$ cat src/hw/sts_pkg.sv
// constants and carrier types of the speed status detector
package sts_pkg;

   // ***************************************************
   // scaling and ranges
   // ***************************************************
   localparam int          STS_DW        = 16;
   localparam logic [15:0] BASE_SPEED    = 16'h1000;
   localparam logic [15:0] SP_MAX        = 16'h6000;
   localparam logic [15:0] SP_MIN        = 16'hA000;
   localparam logic [15:0] MATCH_MAX     = 16'h0199;
   localparam logic [15:0] STILL_MAX     = 16'h6000;
   localparam logic [15:0] BAND_DEFAULT  = 16'h0028;

   // ***************************************************
   // reset values
   // ***************************************************
   localparam logic [15:0] SP1_RESET     = 16'h0000;
   localparam logic [15:0] SP2_RESET     = BASE_SPEED >> 3;
   localparam logic [15:0] SP3_RESET     = BASE_SPEED >> 2;
   localparam logic [15:0] SP4_RESET     = BASE_SPEED >> 1;
   localparam logic [15:0] SP5_RESET     = BASE_SPEED;
   localparam logic [15:0] STATUS_RESET  = 16'h0000;

   // ***************************************************
   // register byte offsets
   // ***************************************************
   localparam int          ADR_W         = 5;
   localparam logic [4:0]  OFS_SP1       = 5'h00;
   localparam logic [4:0]  OFS_SP2       = 5'h04;
   localparam logic [4:0]  OFS_SP3       = 5'h08;
   localparam logic [4:0]  OFS_SP4       = 5'h0C;
   localparam logic [4:0]  OFS_SP5       = 5'h10;
   localparam logic [4:0]  OFS_MATCH     = 5'h14;
   localparam logic [4:0]  OFS_STILL     = 5'h18;
   localparam logic [4:0]  OFS_STATUS    = 5'h1C;

   // ***************************************************
   // status word bit positions
   // ***************************************************
   localparam int          BIT_REFERENCE = 9;
   localparam int          BIT_STILL     = 10;
   localparam int          BIT_SP1       = 11;
   localparam int          BIT_SP3       = 13;

   // ***************************************************
   // carriers
   // ***************************************************
   typedef struct packed {
      logic              cyc;
      logic              stb;
      logic              we;
      logic [ADR_W-1:0]  adr;
      logic [3:0]        sel;
      logic [31:0]       dat;
   } sts_wb_req_t;

   typedef struct packed {
      logic [15:0] sp1;
      logic [15:0] sp2;
      logic [15:0] sp3;
      logic [15:0] sp4;
      logic [15:0] sp5;
      logic [15:0] matchBand;
      logic [15:0] stillBand;
   } sts_cfg_t;

endpackage

$ cat src/hw/sts_band_flag.sv
// single-threshold band speed flag without hysteresis, updated on the control tick
`timescale 1ns/1ps
module sts_band_flag (
   input  wire logic        mclk,
   input  wire logic        reset,
   input  wire logic        updateTick,
   input  wire logic [15:0] feedback,
   input  wire logic [15:0] setpoint,
   input  wire logic [15:0] band,
   output logic             inBand
);

   logic signed [16:0] diff;
   logic        [16:0] absDiff;
   logic               next_inBand;

   // ***************************************************
   // compare
   // ***************************************************
   // 17 bits so that full-scale opposite signs cannot wrap
   always_comb begin
      diff        = 17'($signed(feedback)) - 17'($signed(setpoint));
      absDiff     = diff[16] ? 17'(-diff) : 17'(diff);
      next_inBand = inBand;
      if (updateTick) begin
         // flag holds between ticks; inside band sets, beyond band clears
         next_inBand = (absDiff <= {1'b0, band});
      end
   end

   always_ff @(posedge mclk) begin
      if (reset) begin
         inBand <= 1'b0;
      end else begin
         inBand <= next_inBand;
      end
   end

   // ***************************************************
   // checks
   // ***************************************************
   chk_band_set : assert property (@(posedge mclk) disable iff (reset)
      updateTick && (absDiff <= {1'b0, band}) |=> inBand)
      else $error("band flag not set inside band");
   chk_band_clear : assert property (@(posedge mclk) disable iff (reset)
      updateTick && (absDiff > {1'b0, band}) |=> !inBand)
      else $error("band flag not cleared outside band");
   chk_band_hold : assert property (@(posedge mclk) disable iff (reset)
      !updateTick |=> $stable(inBand))
      else $error("band flag moved without tick");

endmodule

$ cat src/hw/sts_speed_status.sv
// speed status detector: setpoint registers, wishbone slave, status word
`timescale 1ns/1ps
module sts_speed_status (
   input  wire logic                 mclk,
   input  wire logic                 reset,
   input  wire sts_pkg::sts_wb_req_t wbReq,
   output logic                      wbAck,
   output logic [31:0]               wbDatOut,
   input  wire logic                 updateTick,
   input  wire logic [15:0]          velFeedback,
   input  wire logic [15:0]          speedReference,
   output logic [15:0]               statusWord
);

   sts_pkg::sts_cfg_t cfg;
   sts_pkg::sts_cfg_t next_cfg;
   logic              next_wbAck;
   logic [31:0]       next_wbDatOut;
   logic [2:0]        geStatus;
   logic [2:0]        next_geStatus;
   logic              reqValid;
   logic [3:0]        bandFlags;
   logic [2:0]        geFlags;
   logic [15:0]       bandSetpoint [4];
   logic [15:0]       bandWidth [4];
   logic [15:0]       geSetpoint [3];

   // ***************************************************
   // helpers
   // ***************************************************
   // byte lanes 0 and 1 carry the 16-bit register, upper lanes are ignored
   function automatic logic [15:0] mergeLanes(input logic [15:0] old, input logic [31:0] dat,
                                              input logic [3:0] sel);
      logic [15:0] res;
      res = old;
      if (sel[0]) begin
         res[7:0] = dat[7:0];
      end
      if (sel[1]) begin
         res[15:8] = dat[15:8];
      end
      return res;
   endfunction

   // out-of-range writes saturate rather than wrap
   function automatic logic [15:0] clampSigned(input logic [15:0] val, input logic [15:0] lo,
                                               input logic [15:0] hi);
      logic [15:0] res;
      res = val;
      if ($signed(val) < $signed(lo)) begin
         res = lo;
      end else if ($signed(val) > $signed(hi)) begin
         res = hi;
      end
      return res;
   endfunction

   // ***************************************************
   // wishbone slave and settings
   // ***************************************************
   assign reqValid = wbReq.cyc && wbReq.stb;

   always_comb begin
      next_cfg      = cfg;
      next_wbAck    = reqValid && !wbAck;
      next_wbDatOut = 32'h0000_0000;
      if (reqValid && !wbAck) begin
         unique case (wbReq.adr)
            sts_pkg::OFS_SP1:    next_wbDatOut = {16'h0000, cfg.sp1};
            sts_pkg::OFS_SP2:    next_wbDatOut = {16'h0000, cfg.sp2};
            sts_pkg::OFS_SP3:    next_wbDatOut = {16'h0000, cfg.sp3};
            sts_pkg::OFS_SP4:    next_wbDatOut = {16'h0000, cfg.sp4};
            sts_pkg::OFS_SP5:    next_wbDatOut = {16'h0000, cfg.sp5};
            sts_pkg::OFS_MATCH:  next_wbDatOut = {16'h0000, cfg.matchBand};
            sts_pkg::OFS_STILL:  next_wbDatOut = {16'h0000, cfg.stillBand};
            sts_pkg::OFS_STATUS: next_wbDatOut = {16'h0000, statusWord};
            default:             next_wbDatOut = 32'h0000_0000;
         endcase
      end
      // write lands on the edge where the master sees ack
      if (reqValid && wbAck && wbReq.we) begin
         unique case (wbReq.adr)
            sts_pkg::OFS_SP1: begin
               next_cfg.sp1 = clampSigned(mergeLanes(cfg.sp1, wbReq.dat, wbReq.sel),
                                          sts_pkg::SP_MIN, sts_pkg::SP_MAX);
            end
            sts_pkg::OFS_SP2: begin
               next_cfg.sp2 = clampSigned(mergeLanes(cfg.sp2, wbReq.dat, wbReq.sel),
                                          sts_pkg::SP_MIN, sts_pkg::SP_MAX);
            end
            sts_pkg::OFS_SP3: begin
               next_cfg.sp3 = clampSigned(mergeLanes(cfg.sp3, wbReq.dat, wbReq.sel),
                                          sts_pkg::SP_MIN, sts_pkg::SP_MAX);
            end
            sts_pkg::OFS_SP4: begin
               next_cfg.sp4 = clampSigned(mergeLanes(cfg.sp4, wbReq.dat, wbReq.sel),
                                          sts_pkg::SP_MIN, sts_pkg::SP_MAX);
            end
            sts_pkg::OFS_SP5: begin
               next_cfg.sp5 = clampSigned(mergeLanes(cfg.sp5, wbReq.dat, wbReq.sel),
                                          sts_pkg::SP_MIN, sts_pkg::SP_MAX);
            end
            sts_pkg::OFS_MATCH: begin
               next_cfg.matchBand = clampSigned(mergeLanes(cfg.matchBand, wbReq.dat, wbReq.sel),
                                                16'h0000, sts_pkg::MATCH_MAX);
            end
            sts_pkg::OFS_STILL: begin
               next_cfg.stillBand = clampSigned(mergeLanes(cfg.stillBand, wbReq.dat, wbReq.sel),
                                                16'h0000, sts_pkg::STILL_MAX);
            end
            default: begin
               next_cfg = cfg;
            end
         endcase
      end
   end

   always_ff @(posedge mclk) begin
      if (reset) begin
         cfg.sp1       <= sts_pkg::SP1_RESET;
         cfg.sp2       <= sts_pkg::SP2_RESET;
         cfg.sp3       <= sts_pkg::SP3_RESET;
         cfg.sp4       <= sts_pkg::SP4_RESET;
         cfg.sp5       <= sts_pkg::SP5_RESET;
         cfg.matchBand <= sts_pkg::BAND_DEFAULT;
         cfg.stillBand <= sts_pkg::BAND_DEFAULT;
         wbAck         <= 1'b0;
         wbDatOut      <= 32'h0000_0000;
      end else begin
         cfg      <= next_cfg;
         wbAck    <= next_wbAck;
         wbDatOut <= next_wbDatOut;
      end
   end

   // ***************************************************
   // speed flags
   // ***************************************************
   // order: reference, standstill, setpoint one, setpoint two (bits 9 to 12)
   assign bandSetpoint[0] = speedReference;
   assign bandSetpoint[1] = 16'h0000;
   assign bandSetpoint[2] = cfg.sp1;
   assign bandSetpoint[3] = cfg.sp2;
   assign bandWidth[0]    = cfg.matchBand;
   assign bandWidth[1]    = cfg.stillBand;
   assign bandWidth[2]    = cfg.matchBand;
   assign bandWidth[3]    = cfg.matchBand;
   assign geSetpoint[0]   = cfg.sp3;
   assign geSetpoint[1]   = cfg.sp4;
   assign geSetpoint[2]   = cfg.sp5;

   genvar gi;
   generate
      for (gi = 0; gi < 4; gi++) begin : gBand
         sts_band_flag uBand (
            .mclk       (mclk),
            .reset      (reset),
            .updateTick (updateTick),
            .feedback   (velFeedback),
            .setpoint   (bandSetpoint[gi]),
            .band       (bandWidth[gi]),
            .inBand     (bandFlags[gi])
         );
      end
      for (gi = 0; gi < 3; gi++) begin : gGe
         // signed compare on the per-unit scale
         assign geFlags[gi] = ($signed(velFeedback) >= $signed(geSetpoint[gi]));
      end
   endgenerate

   // band flags are already registered on the tick, so only the threshold flags are caught here;
   // registering the band flags again would leave bits 9 to 12 one cycle behind bits 13 to 15
   always_comb begin
      next_geStatus = geStatus;
      if (updateTick) begin
         next_geStatus = geFlags;
      end
   end

   always_ff @(posedge mclk) begin
      if (reset) begin
         geStatus <= sts_pkg::STATUS_RESET[sts_pkg::BIT_SP3 +: 3];
      end else begin
         geStatus <= next_geStatus;
      end
   end

   // each of the seven flag bits comes straight from a flop, all move on the edge after the tick; bits 0 to 8 are zero
   assign statusWord = {geStatus, bandFlags, 9'h000};

   // ***************************************************
   // checks
   // ***************************************************
   chk_ack_single : assert property (@(posedge mclk) disable iff (reset)
      wbAck |=> !wbAck)
      else $error("ack held longer than one cycle");
   chk_ack_answer : assert property (@(posedge mclk) disable iff (reset)
      reqValid && !wbAck |=> wbAck)
      else $error("request not acknowledged next cycle");
   chk_reset_values : assert property (@(posedge mclk)
      $past(reset) |-> cfg.sp1 == 16'h0000 && cfg.sp2 == 16'h0200 && cfg.sp3 == 16'h0400
                       && cfg.sp4 == 16'h0800 && cfg.sp5 == 16'h1000)
      else $error("setpoint reset values wrong");
   chk_band_defaults : assert property (@(posedge mclk)
      $past(reset) |-> cfg.matchBand == 16'h0028 && cfg.stillBand == 16'h0028)
      else $error("band reset values wrong");
   chk_sp_range : assert property (@(posedge mclk) disable iff (reset)
      $signed(cfg.sp3) >= -16'sd24576 && $signed(cfg.sp3) <= 16'sd24576)
      else $error("setpoint out of range");
   chk_match_range : assert property (@(posedge mclk) disable iff (reset)
      cfg.matchBand <= 16'd409)
      else $error("match band out of range");
   chk_still_range : assert property (@(posedge mclk) disable iff (reset)
      !cfg.stillBand[15] && cfg.stillBand <= 16'd24576)
      else $error("standstill band out of range");
   chk_ge_flag : assert property (@(posedge mclk) disable iff (reset)
      updateTick |=> statusWord[15] == ($signed($past(velFeedback)) >= $signed($past(cfg.sp5))))
      else $error("threshold flag five wrong");
   chk_status_hold : assert property (@(posedge mclk) disable iff (reset)
      !updateTick |=> $stable(statusWord))
      else $error("status moved without tick");
   chk_status_reset : assert property (@(posedge mclk)
      reset |=> statusWord == 16'h0000)
      else $error("status not cleared by reset");

endmodule

$ cat config.mk
export PLATFORM = sky130hd
export DESIGN_NAME = sts_speed_status
export DESIGN_NICKNAME = d
export VERILOG_FILES = /design/src/hw/sts_pkg.sv /design/src/hw/sts_band_flag.sv /design/src/hw/sts_speed_status.sv
export SDC_FILE = /design/constraint.sdc
export NUM_CORES = 1
export LEC_CHECK = 0
export BUFFER_PORTS_ARGS = -buffer_cell sky130_fd_sc_hd__clkbuf_2
export CORE_MARGIN = 2
export CORE_UTILIZATION = 50
export CTS_CLUSTER_SIZE = 20
export DETAILED_ROUTE_END_ITERATION = 10
export GPL_TIMING_DRIVEN = 0
export PLACE_DENSITY = 0.76
export SYNTH_ARGS = -nofsm -noshare
export SYNTH_HDL_FRONTEND = slang
export SYNTH_HIERARCHICAL = 1
export SYNTH_SLANG_ARGS = --single-unit
$ cat constraint.sdc
create_clock -name mclk -period 12.4 [get_ports mclk]
set_input_delay 1.24 -clock mclk [delete_from_list [all_inputs] [get_ports mclk]]
set_output_delay 1.24 -clock mclk [all_outputs]
set_load 0.005 [all_outputs]
== After elaboration in Yosys (flattened, before gate mapping) ==
Cells that the tools add are included.
W data, S select, Z words.

* Register bits after elaboration: 152
* Output and inout port bits: 49
* Word-level logic and storage cells: 125

* $add $sub $neg: 7
* $lt $le $gt $ge: 21
* Eq/ne operators: 7
* Multiplexer cells: 61
* Bitwise operators: 1
* Reductions and logical operators: 14

{| class="wikitable"
|+ Operators with widths
! kind !! count
|-
| $mux W8 || 42
|-
| $mux W16 || 14
|-
| $pmux W16 S8 || 1
|-
| $gt A16 B16 Y1 const B || 6
|-
| $lt A16 B16 Y1 const B || 5
|-
| $le A17 B16 Y1 || 4
|-
| $mux W17 || 4
|-
| $neg A17 Y17 || 3
|-
| $sub A16 B16 Y17 || 3
|-
| $ge A16 B16 Y1 || 3
|-
| $lt A16 B1 Y1 const B || 2
|-
| $eq A5 B5 Y1 const B || 4
|-
| $neg A16 Y17 || 1
|-
| $gt A16 B10 Y1 const B || 1
|-
| $reduce_and A2 Y1 || 7
|-
| $eq A5 B4 Y1 const B || 2
|-
| $eq A5 B3 Y1 const B || 1
|-
| $logic_not A5 Y1 || 1
|-
| $logic_and A1 B1 Y1 || 4
|-
| $reduce_or A2 Y1 || 1
|-
| $logic_not A1 Y1 || 1
|-
| $not A1 Y1 || 1
|}

== Logic depth before layout (Yosys ltp) ==
Gate-level depths: netlist (run 1).

* Depth in word-level cells: 7
* Depth in mapped cells: 21

== Cells and area by module ==
The synthesis (run 1) kept the hierarchy.

{| class="wikitable"
|+ By module, submodules not included
! module !! instances !! cells an instance !! area an instance (sq um) !! seq. area each (sq um)
|-
| sts_speed_status || 1 || 884 || 7576.0 || 2602.5
|-
| sts_band_flag at gBand[0].uBand ... || 3 || 254 || 1734.2 || 20.0
|-
| sts_band_flag at gBand[2].uBand || 1 || 251 || 1719.1 || 20.0
|}

== Worst setup path after synthesis (run 1) ==
Ideal clock, no wire load.

* Kind: input-to-reg
* From: input velFeedback[0]
* To: register gBand[2].uBand.inBand
* Arrival time: 5152 ps
* Required time: 12319 ps
* Slack: 7167 ps
* Stages on the path: 19
* Path through: inv_1 ha_1 fa_1 nand2b_1 a21oi_2 nor2_2 xnor2_1 or4_4 or4_4 o31ai_2 xnor2_1 ha_1 a21o_1 a21o_1 a21oi_1 o21ai_0 a2111oi_0 o21bai_1 a41oi_1

* Longest elaborated chain between the ends: 4

{| class="wikitable"
|+ RTL lines
! element !! line !! source
|-
| start, declared || sts_speed_status.sv:10 || <nowiki>input wire logic [15:0] velFeedback,</nowiki>
|-
| $sub A16 B16 Y17 (*) || sts_band_flag.sv:22 || <nowiki>diff = 17'($signed(feedback)) - 17'($signed(setpoint));</nowiki>
|-
| $neg A17 Y17 || sts_band_flag.sv:23 || <nowiki>absDiff = diff[16] ? 17'(-diff) : 17'(diff);</nowiki>
|-
| $mux W17 (*) || sts_band_flag.sv:23 ||
|-
| $le A17 B16 Y1 (*) || sts_band_flag.sv:27 || <nowiki>next_inBand = (absDiff <= {1'b0, band});</nowiki>
|-
| end signal, assigned || sts_band_flag.sv:35 || <nowiki>inBand <= next_inBand;</nowiki>
|-
| end, declared || sts_band_flag.sv:10 || <nowiki>output logic inBand</nowiki>
|}

Mark *: on every way between the ends. The rest lies on a longest branch, timed or not.
A chain may end at the register's enable or synchronous reset.

== Worst setup path after layout (run 1) ==
Ends and elaborated chain as after synthesis.

==> impl_metrics.json, run 1 <==
{
  "dp.cells": 2404,
  "diodes": 0,
  "ys_async_sr_fraction": 0,
  "fin_total_pwr_w": 0.00149,
  "wl_per_cell_um": 22.1,
  "portBuffers": 78,
  "final_cell_mix": "inv_1, ha_1, dfxtp_1",
  "yosysTopAreaCell": "dfxtp_1",
  "first_pass_iters": 7,
  "synthesis.area_mm2": 0.0145,
  "ys_types": 97,
  "ir_drop_mv": 0.0797,
  "grt_max_degree": 17,
  "cp-end-kind": "flip-flop",
  "setup_ws_ps": 6810,
  "startpoint_type": "input port",
  "maxSlewViolCount": 0,
  "ys.flop_type": "dfxtp_1",
  "grt_pass1_wl_um": 82200,
  "period_share": 0.451,
  "first_global_vias": 15000,
  "relSlewSlack": 0.186,
  "post_cts_buffers": 0,
  "setup_viol": 0,
  "status": "finished clean",
  "die_h_um": 174,
  "gp_congestion": 1.11,
  "arrival_ps": 5950,
  "clock-sinks": 134,
  "ys_warn_count": 6,
  "dieArea_mm2": 0.0304,
  "power_density_mw_per_mm2": 92.4,
  "final_antenna_net_count": 0,
  "ys_top_cells_by_area": "dfxtp_1, ha_1, inv_1, xnor2_1, a21oi_1",
  "die_w_um": 174,
  "num_rows": 62,
  "grt.total_usage": 0.349,
  "fin_cells": 2435,
  "post_cts_resized": 0,
  "globalRouteOverflowTotal": 0,
  "crit_chain": "clkbuf_2 > inv_1 > ha_1 > fa_1 > nand2b_1 > a21oi_2 > nor2_2 > xnor2_1 > or4_4 > nor4_1 > a21oi_1 > xor2_1 > ha_1 > a21o_1 > a21o_1 > a21o_1 > a21oi_1 > o21ai_0 > a2111oi_0 > o21bai_1 > a41oi_1",
  "cts_max_level": 4,
  "worst_clock_skew_ps": 11.9,
  "nets": 2302,
  "synth_edf_count": 0,
  "dpl.hpwl_um": 42000,
  "critPathMostFrequentCell": "a21o_1",
  "max_cap_viol_count": 0,
  "avgSynthCellArea_um2": 7.64,
  "core_area_mm2": 0.0286,
  "viasPerCell": 6.43,
  "io_pins": 128,
  "crit_type": "input port to flip-flop",
  "routed_wl_um": 53800,
  "rsz0062_at_grt": "false",
  "rrSetupSlack_ps": 7500,
  "clock_latency_ps": 440,
  "hold_violations": 0,
  "hold_path_class": "flip-flop to flip-flop",
  "initial_core_util": 0.506,
  "tightest_slew_ps": 1210,
  "synth-seq-cells": 134,
  "max_stage_delay_ps": 580,
  "cts_buffer_depth": 2,
  "root_buffer": "clkbuf_16",
  "drc": 0,
  "leakage_nw": 6.42,
  "netlist_instances": 1897,
  "min_period_ps": 5590,
  "max_freq_ghz": 0.179,
  "vias": 15700,
  "cpMaxStageDelayCell": "or4_4",
  "clk_pin_slew_worst_paths_ps": 70,
  "layout_commonest_cell": "inv_1",
  "preCtsSetupSlack_ps": 6360,
  "yosys.area.top_type_share": 0.185,
  "post-route-util": 0.564,
  "final.setup.tns_ps": 0,
  "yosysSeqAreaShare": 0.185,
  "cts_tree": "done",
  "drive_gt1_frac": 0.0990,
  "cts_hold_buf": 0,
  "syn_to_final_growth_pct": 11.4,
  "cts_inserted_buffers": 17,
  "antenna_found_initial": 0,
  "drt_iter0_drc": 1853,
  "cp.required_ps": 12760,
  "critPathMaxFanout": 5
}
## synth_stat cells (8+ instances only)
library cell,n
inv_1,236
ha_1,180
dfxtp_1,134
nor2_1,130
nand2_1,121
a21oi_1,115
o21ai_0,100
xnor2_1,69
nand3_1,52
nor3_1,51
a22oi_1,47
a22o_1,37
clkbuf_1,37
a31oi_1,33
xor2_1,31
a21o_1,29
buf_4,28
nand4_1,24
nor2b_1,23
nand2b_1,21
o211ai_1,18
or3_1,18
buf_2,17
mux2i_1,17
and2_1,16
o21a_1,16
nor4_1,15
a32oi_1,13
a41oi_1,13
o22ai_1,12
a222oi_1,11
o2111ai_1,11
o32ai_1,11
nor3b_1,9
nor4b_1,9
and3_1,8
## flip-flops by register name, indices dropped and copies added (netlist names)
name,flops
gBand.uBand/inBand,4
bandWidth,30
geStatus,3
bandSetpoint,32
cfg,48
wbAck,1
wbDatOut,16
## layer usage
metal	vias up	GRT usage	routed length (µm)
li1	7224	-	-
met1	7215	0.430	21100
met2	958	0.550	23100
met3	259	0.0763	5760
met4	0	0.226	3860
met5	-	0	0
## path summary, 6_finish.rpt
check,start,end,cells after the start
max,velFeedback[0],gBand[2].uBand/inBand$_SDFFE_PP0P_,21
min,wbAck$_SDFF_PP0_,wbAck$_SDFF_PP0_,1
max reg2reg,bandSetpoint[16]$_SDFFE_PP0P_,gBand[2].uBand/inBand$_SDFFE_PP0P_,19
min reg2reg,wbAck$_SDFF_PP0_,wbAck$_SDFF_PP0_,1
## cells by family (layout without fill, tap and decap cells)
group / after synthesis / count (layout) / share of synthesized area
buffers and inverters: 324 / 433 / 0.0926
AND/OR/NAND/NOR: 546 / 546 / 0.197
AO/OA/AOI/OAI: 590 / 590 / 0.291
other: 1 / 46 / 0.000259
adder cells (fa/ha/maj): 184 / 184 / 0.161
flip-flops: 134 / 134 / 0.185
multiplexers: 18 / 18 / 0.0125
XOR/XNOR: 100 / 100 / 0.0604
## report_power, final
group          switching (W)  internal (W)  total, W
clock network       0.000211      0.000333  0.000544
logic               0.000299      0.000210  0.000509
registers         0.00000667      0.000434  0.000440
total               0.000517      0.000976   0.00149
## metrics by stage
| step | cell area (µm²) | hold WS, ps |
|---|---|---|
| final | 16200 | 501 |
| after global routing | 16200 | 525 |
| after CTS | 16200 | 500 |
| after detailed placement | 15500 | 484 |
| after global placement | 15500 | 479 |
| after floorplan | 14700 | 453 |
## worst max-delay path, delay by kind of cell
kind | cells | cell delay, ps
xor+xnor | 2 | 330
compound gates | 10 | 1730
simple gates | 4 | 1390
buf+inv | 2 | 280
fa+ha+maj | 3 | 970
## layout make-up
class                   count  area [µm²]
multi-input cells        1484       10600
clock inverters            10         145
fillers                  2653       12500
clock buffers              21         470
well taps                 384         480
flip-flops and latches    134        2680
repair buffers             78         390
inverters                 238         893
plain buffers              86         449
Note: power is estimated with default switching activity, not from simulation.
==> run 2, diff against run 1 <==
Clock period 12.4 ns to 5.2 ns, I/O delays scaled along.
==> impl_metrics.json, run 2 (same netlist as run 1, synthesis figures left out) <==
{
  "largest_reg_flops": 48,
  "portBuffers": 78,
  "grt_pass1_wl_um": 82400,
  "post_cts_buffers": 0,
  "post-route-util": 0.565,
  "setup_viol": 0,
  "startpoint_type": "flip-flop",
  "period_share": 0.934,
  "first_global_vias": 15100,
  "dpl.hpwl_um": 42000,
  "clk_pin_slew_worst_paths_ps": 70,
  "nets": 2302,
  "layout_commonest_cell": "inv_1",
  "cts_max_level": 4,
  "cpLargestDelayFamily": "compound AO/OA/AOI/OAI gates",
  "num_rows": 62,
  "leakage_nw": 6.42,
  "tightest_slew_ps": 1200,
  "rsz0062_at_grt": "false",
  "cpMaxStageDelayCell": "dfxtp_1",
  "fin_total_pwr_w": 0.00356,
  "die_h_um": 174,
  "drive_gt1_frac": 0.0995,
  "power_density_mw_per_mm2": 220,
  "routed_wl_um": 54100,
  "cp.required_ps": 5570,
  "setup_ws_ps": 346,
  "cts_buffer_depth": 2,
  "vias": 15700,
  "max_cap_viol_count": 0,
  "gp_congestion": 1.11,
  "io_pins": 128,
  "relSlewSlack": 0.190,
  "first_pass_iters": 7,
  "drc": 0,
  "crit_chain": "inv_1 > ha_1 > nor2b_1 > o31a_1 > o31a_1 > o41a_1 > nand2b_1 > a41oi_1 > nor2_1 > xnor2_1 > ha_1 > a21o_1 > a21o_1 > a21oi_1 > o211ai_1 > a221oi_1 > o21ai_0 > a211o_1 > a41oi_1",
  "final.setup.tns_ps": 0,
  "cp-end-kind": "flip-flop",
  "dieArea_mm2": 0.0304,
  "cts_inserted_buffers": 17,
  "min_period_ps": 4850,
  "status": "finished clean",
  "final_antenna_net_count": 0,
  "core_area_mm2": 0.0286,
  "die_w_um": 174,
  "hold_violations": 0,
  "final_cell_mix": "inv_1, ha_1, dfxtp_1",
  "initial_core_util": 0.506,
  "max_freq_ghz": 0.206,
  "maxSlewViolCount": 0,
  "n_fill_cell": 2649,
  "drt_iter0_drc": 1992,
  "hold_path_class": "input port to flip-flop",
  "clock-sinks": 134,
  "preCtsSetupSlack_ps": -123,
  "grt.met3_usage": 0.0748,
  "worst_clock_skew_ps": 10.7,
  "grt_use_met1": 0.429,
  "cts_tree": "done",
  "grt_max_degree": 17,
  "globalRouteOverflowTotal": 0,
  "crit_type": "flip-flop to flip-flop",
  "clock_latency_ps": 440,
  "grtUsageMet2": 0.552,
  "arrival_ps": 5220,
  "root_buffer": "clkbuf_16",
  "hold_ws_ps": 336,
  "wl_per_cell_um": 22.2,
  "antenna_found_initial": 1,
  "ir_drop_mv": 0.192,
  "critPathMaxFanout": 5,
  "syn_to_final_growth_pct": 11.5,
  "grt.busiest_layer": "met2",
  "top_register": "cfg",
  "critPathBufInv": 1,
  "grt.total_usage": 0.350,
  "max_stage_delay_ps": 520,
  "viasPerCell": 6.43
}
## run 2: changes by cell type in the layout (fill, tap and decap cells not counted), sizes merged
cell	before	now
diode	0	2
## run 2: per-stage QoR
step	cell area (µm²)	cells
6_report	16200	2437
2_1_floorplan	14700	1942
3_3_place_gp	15500	2404
5_1_grt	16200	2435
4_1_cts	16200	2435
3_5_place_dp	15500	2404
## run 2: power breakdown
part           internal [W]  switching (W)  leakage (nW)
Sequential          0.00103      0.0000162          1.08
Clock              0.000793       0.000504         0.296
Combinational      0.000501       0.000715          5.04
Total               0.00233        0.00124          6.42
## run 2: worst min-delay path, stage by stage
cell and delay (ps):
clkbuf_2 90, nand2_1 60, nor3_1 50
## run 2: layout make-up
cell class | count | area (µm²) | share of cell area
inverters | 238 | 893 | 0.0553
clock inverters | 10 | 145 | 0.00898
clock buffers | 21 | 470 | 0.0291
plain buffers | 86 | 449 | 0.0278
flip-flops and latches | 134 | 2680 | 0.166
repair buffers | 78 | 390 | 0.0242
diodes | 2 | 5.00 | 0.000310
well taps | 384 | 480 | 0.0297
multi-input cells | 1484 | 10600 | 0.659
## run 2: metal layers
layer,wire length (µm),vias to the layer above,part of all wire
met5,0,-,0
li1,-,7213,-
met3,5590,243,0.10
met4,3830,0,0.071
met1,21400,7252,0.40
met2,23300,955,0.43
## run 2: worst paths after layout
| path | start | to | slack, ps | cells after the start |
|---|---|---|---|---|
| max reg2reg | bandSetpoint[2]$_SDFFE_PP0P_ | gBand[3].uBand/inBand$_SDFFE_PP0P_ | 350 | 19 |
| min reg2reg | wbAck$_SDFF_PP0_ | wbAck$_SDFF_PP0_ | 500 | 1 |
| min | wbReq[42] | wbAck$_SDFF_PP0_ | 340 | 3 |
| max | bandSetpoint[2]$_SDFFE_PP0P_ | gBand[3].uBand/inBand$_SDFFE_PP0P_ | 350 | 19 |
## run 2: timing repair
item / 4_1_cts / 5_1_grt
endpoints found under the hold margin: 0 / 0
setup endpoints to repair: 0 / 1
resized for setup: 0 / 1
hold buffers: 0 / 0
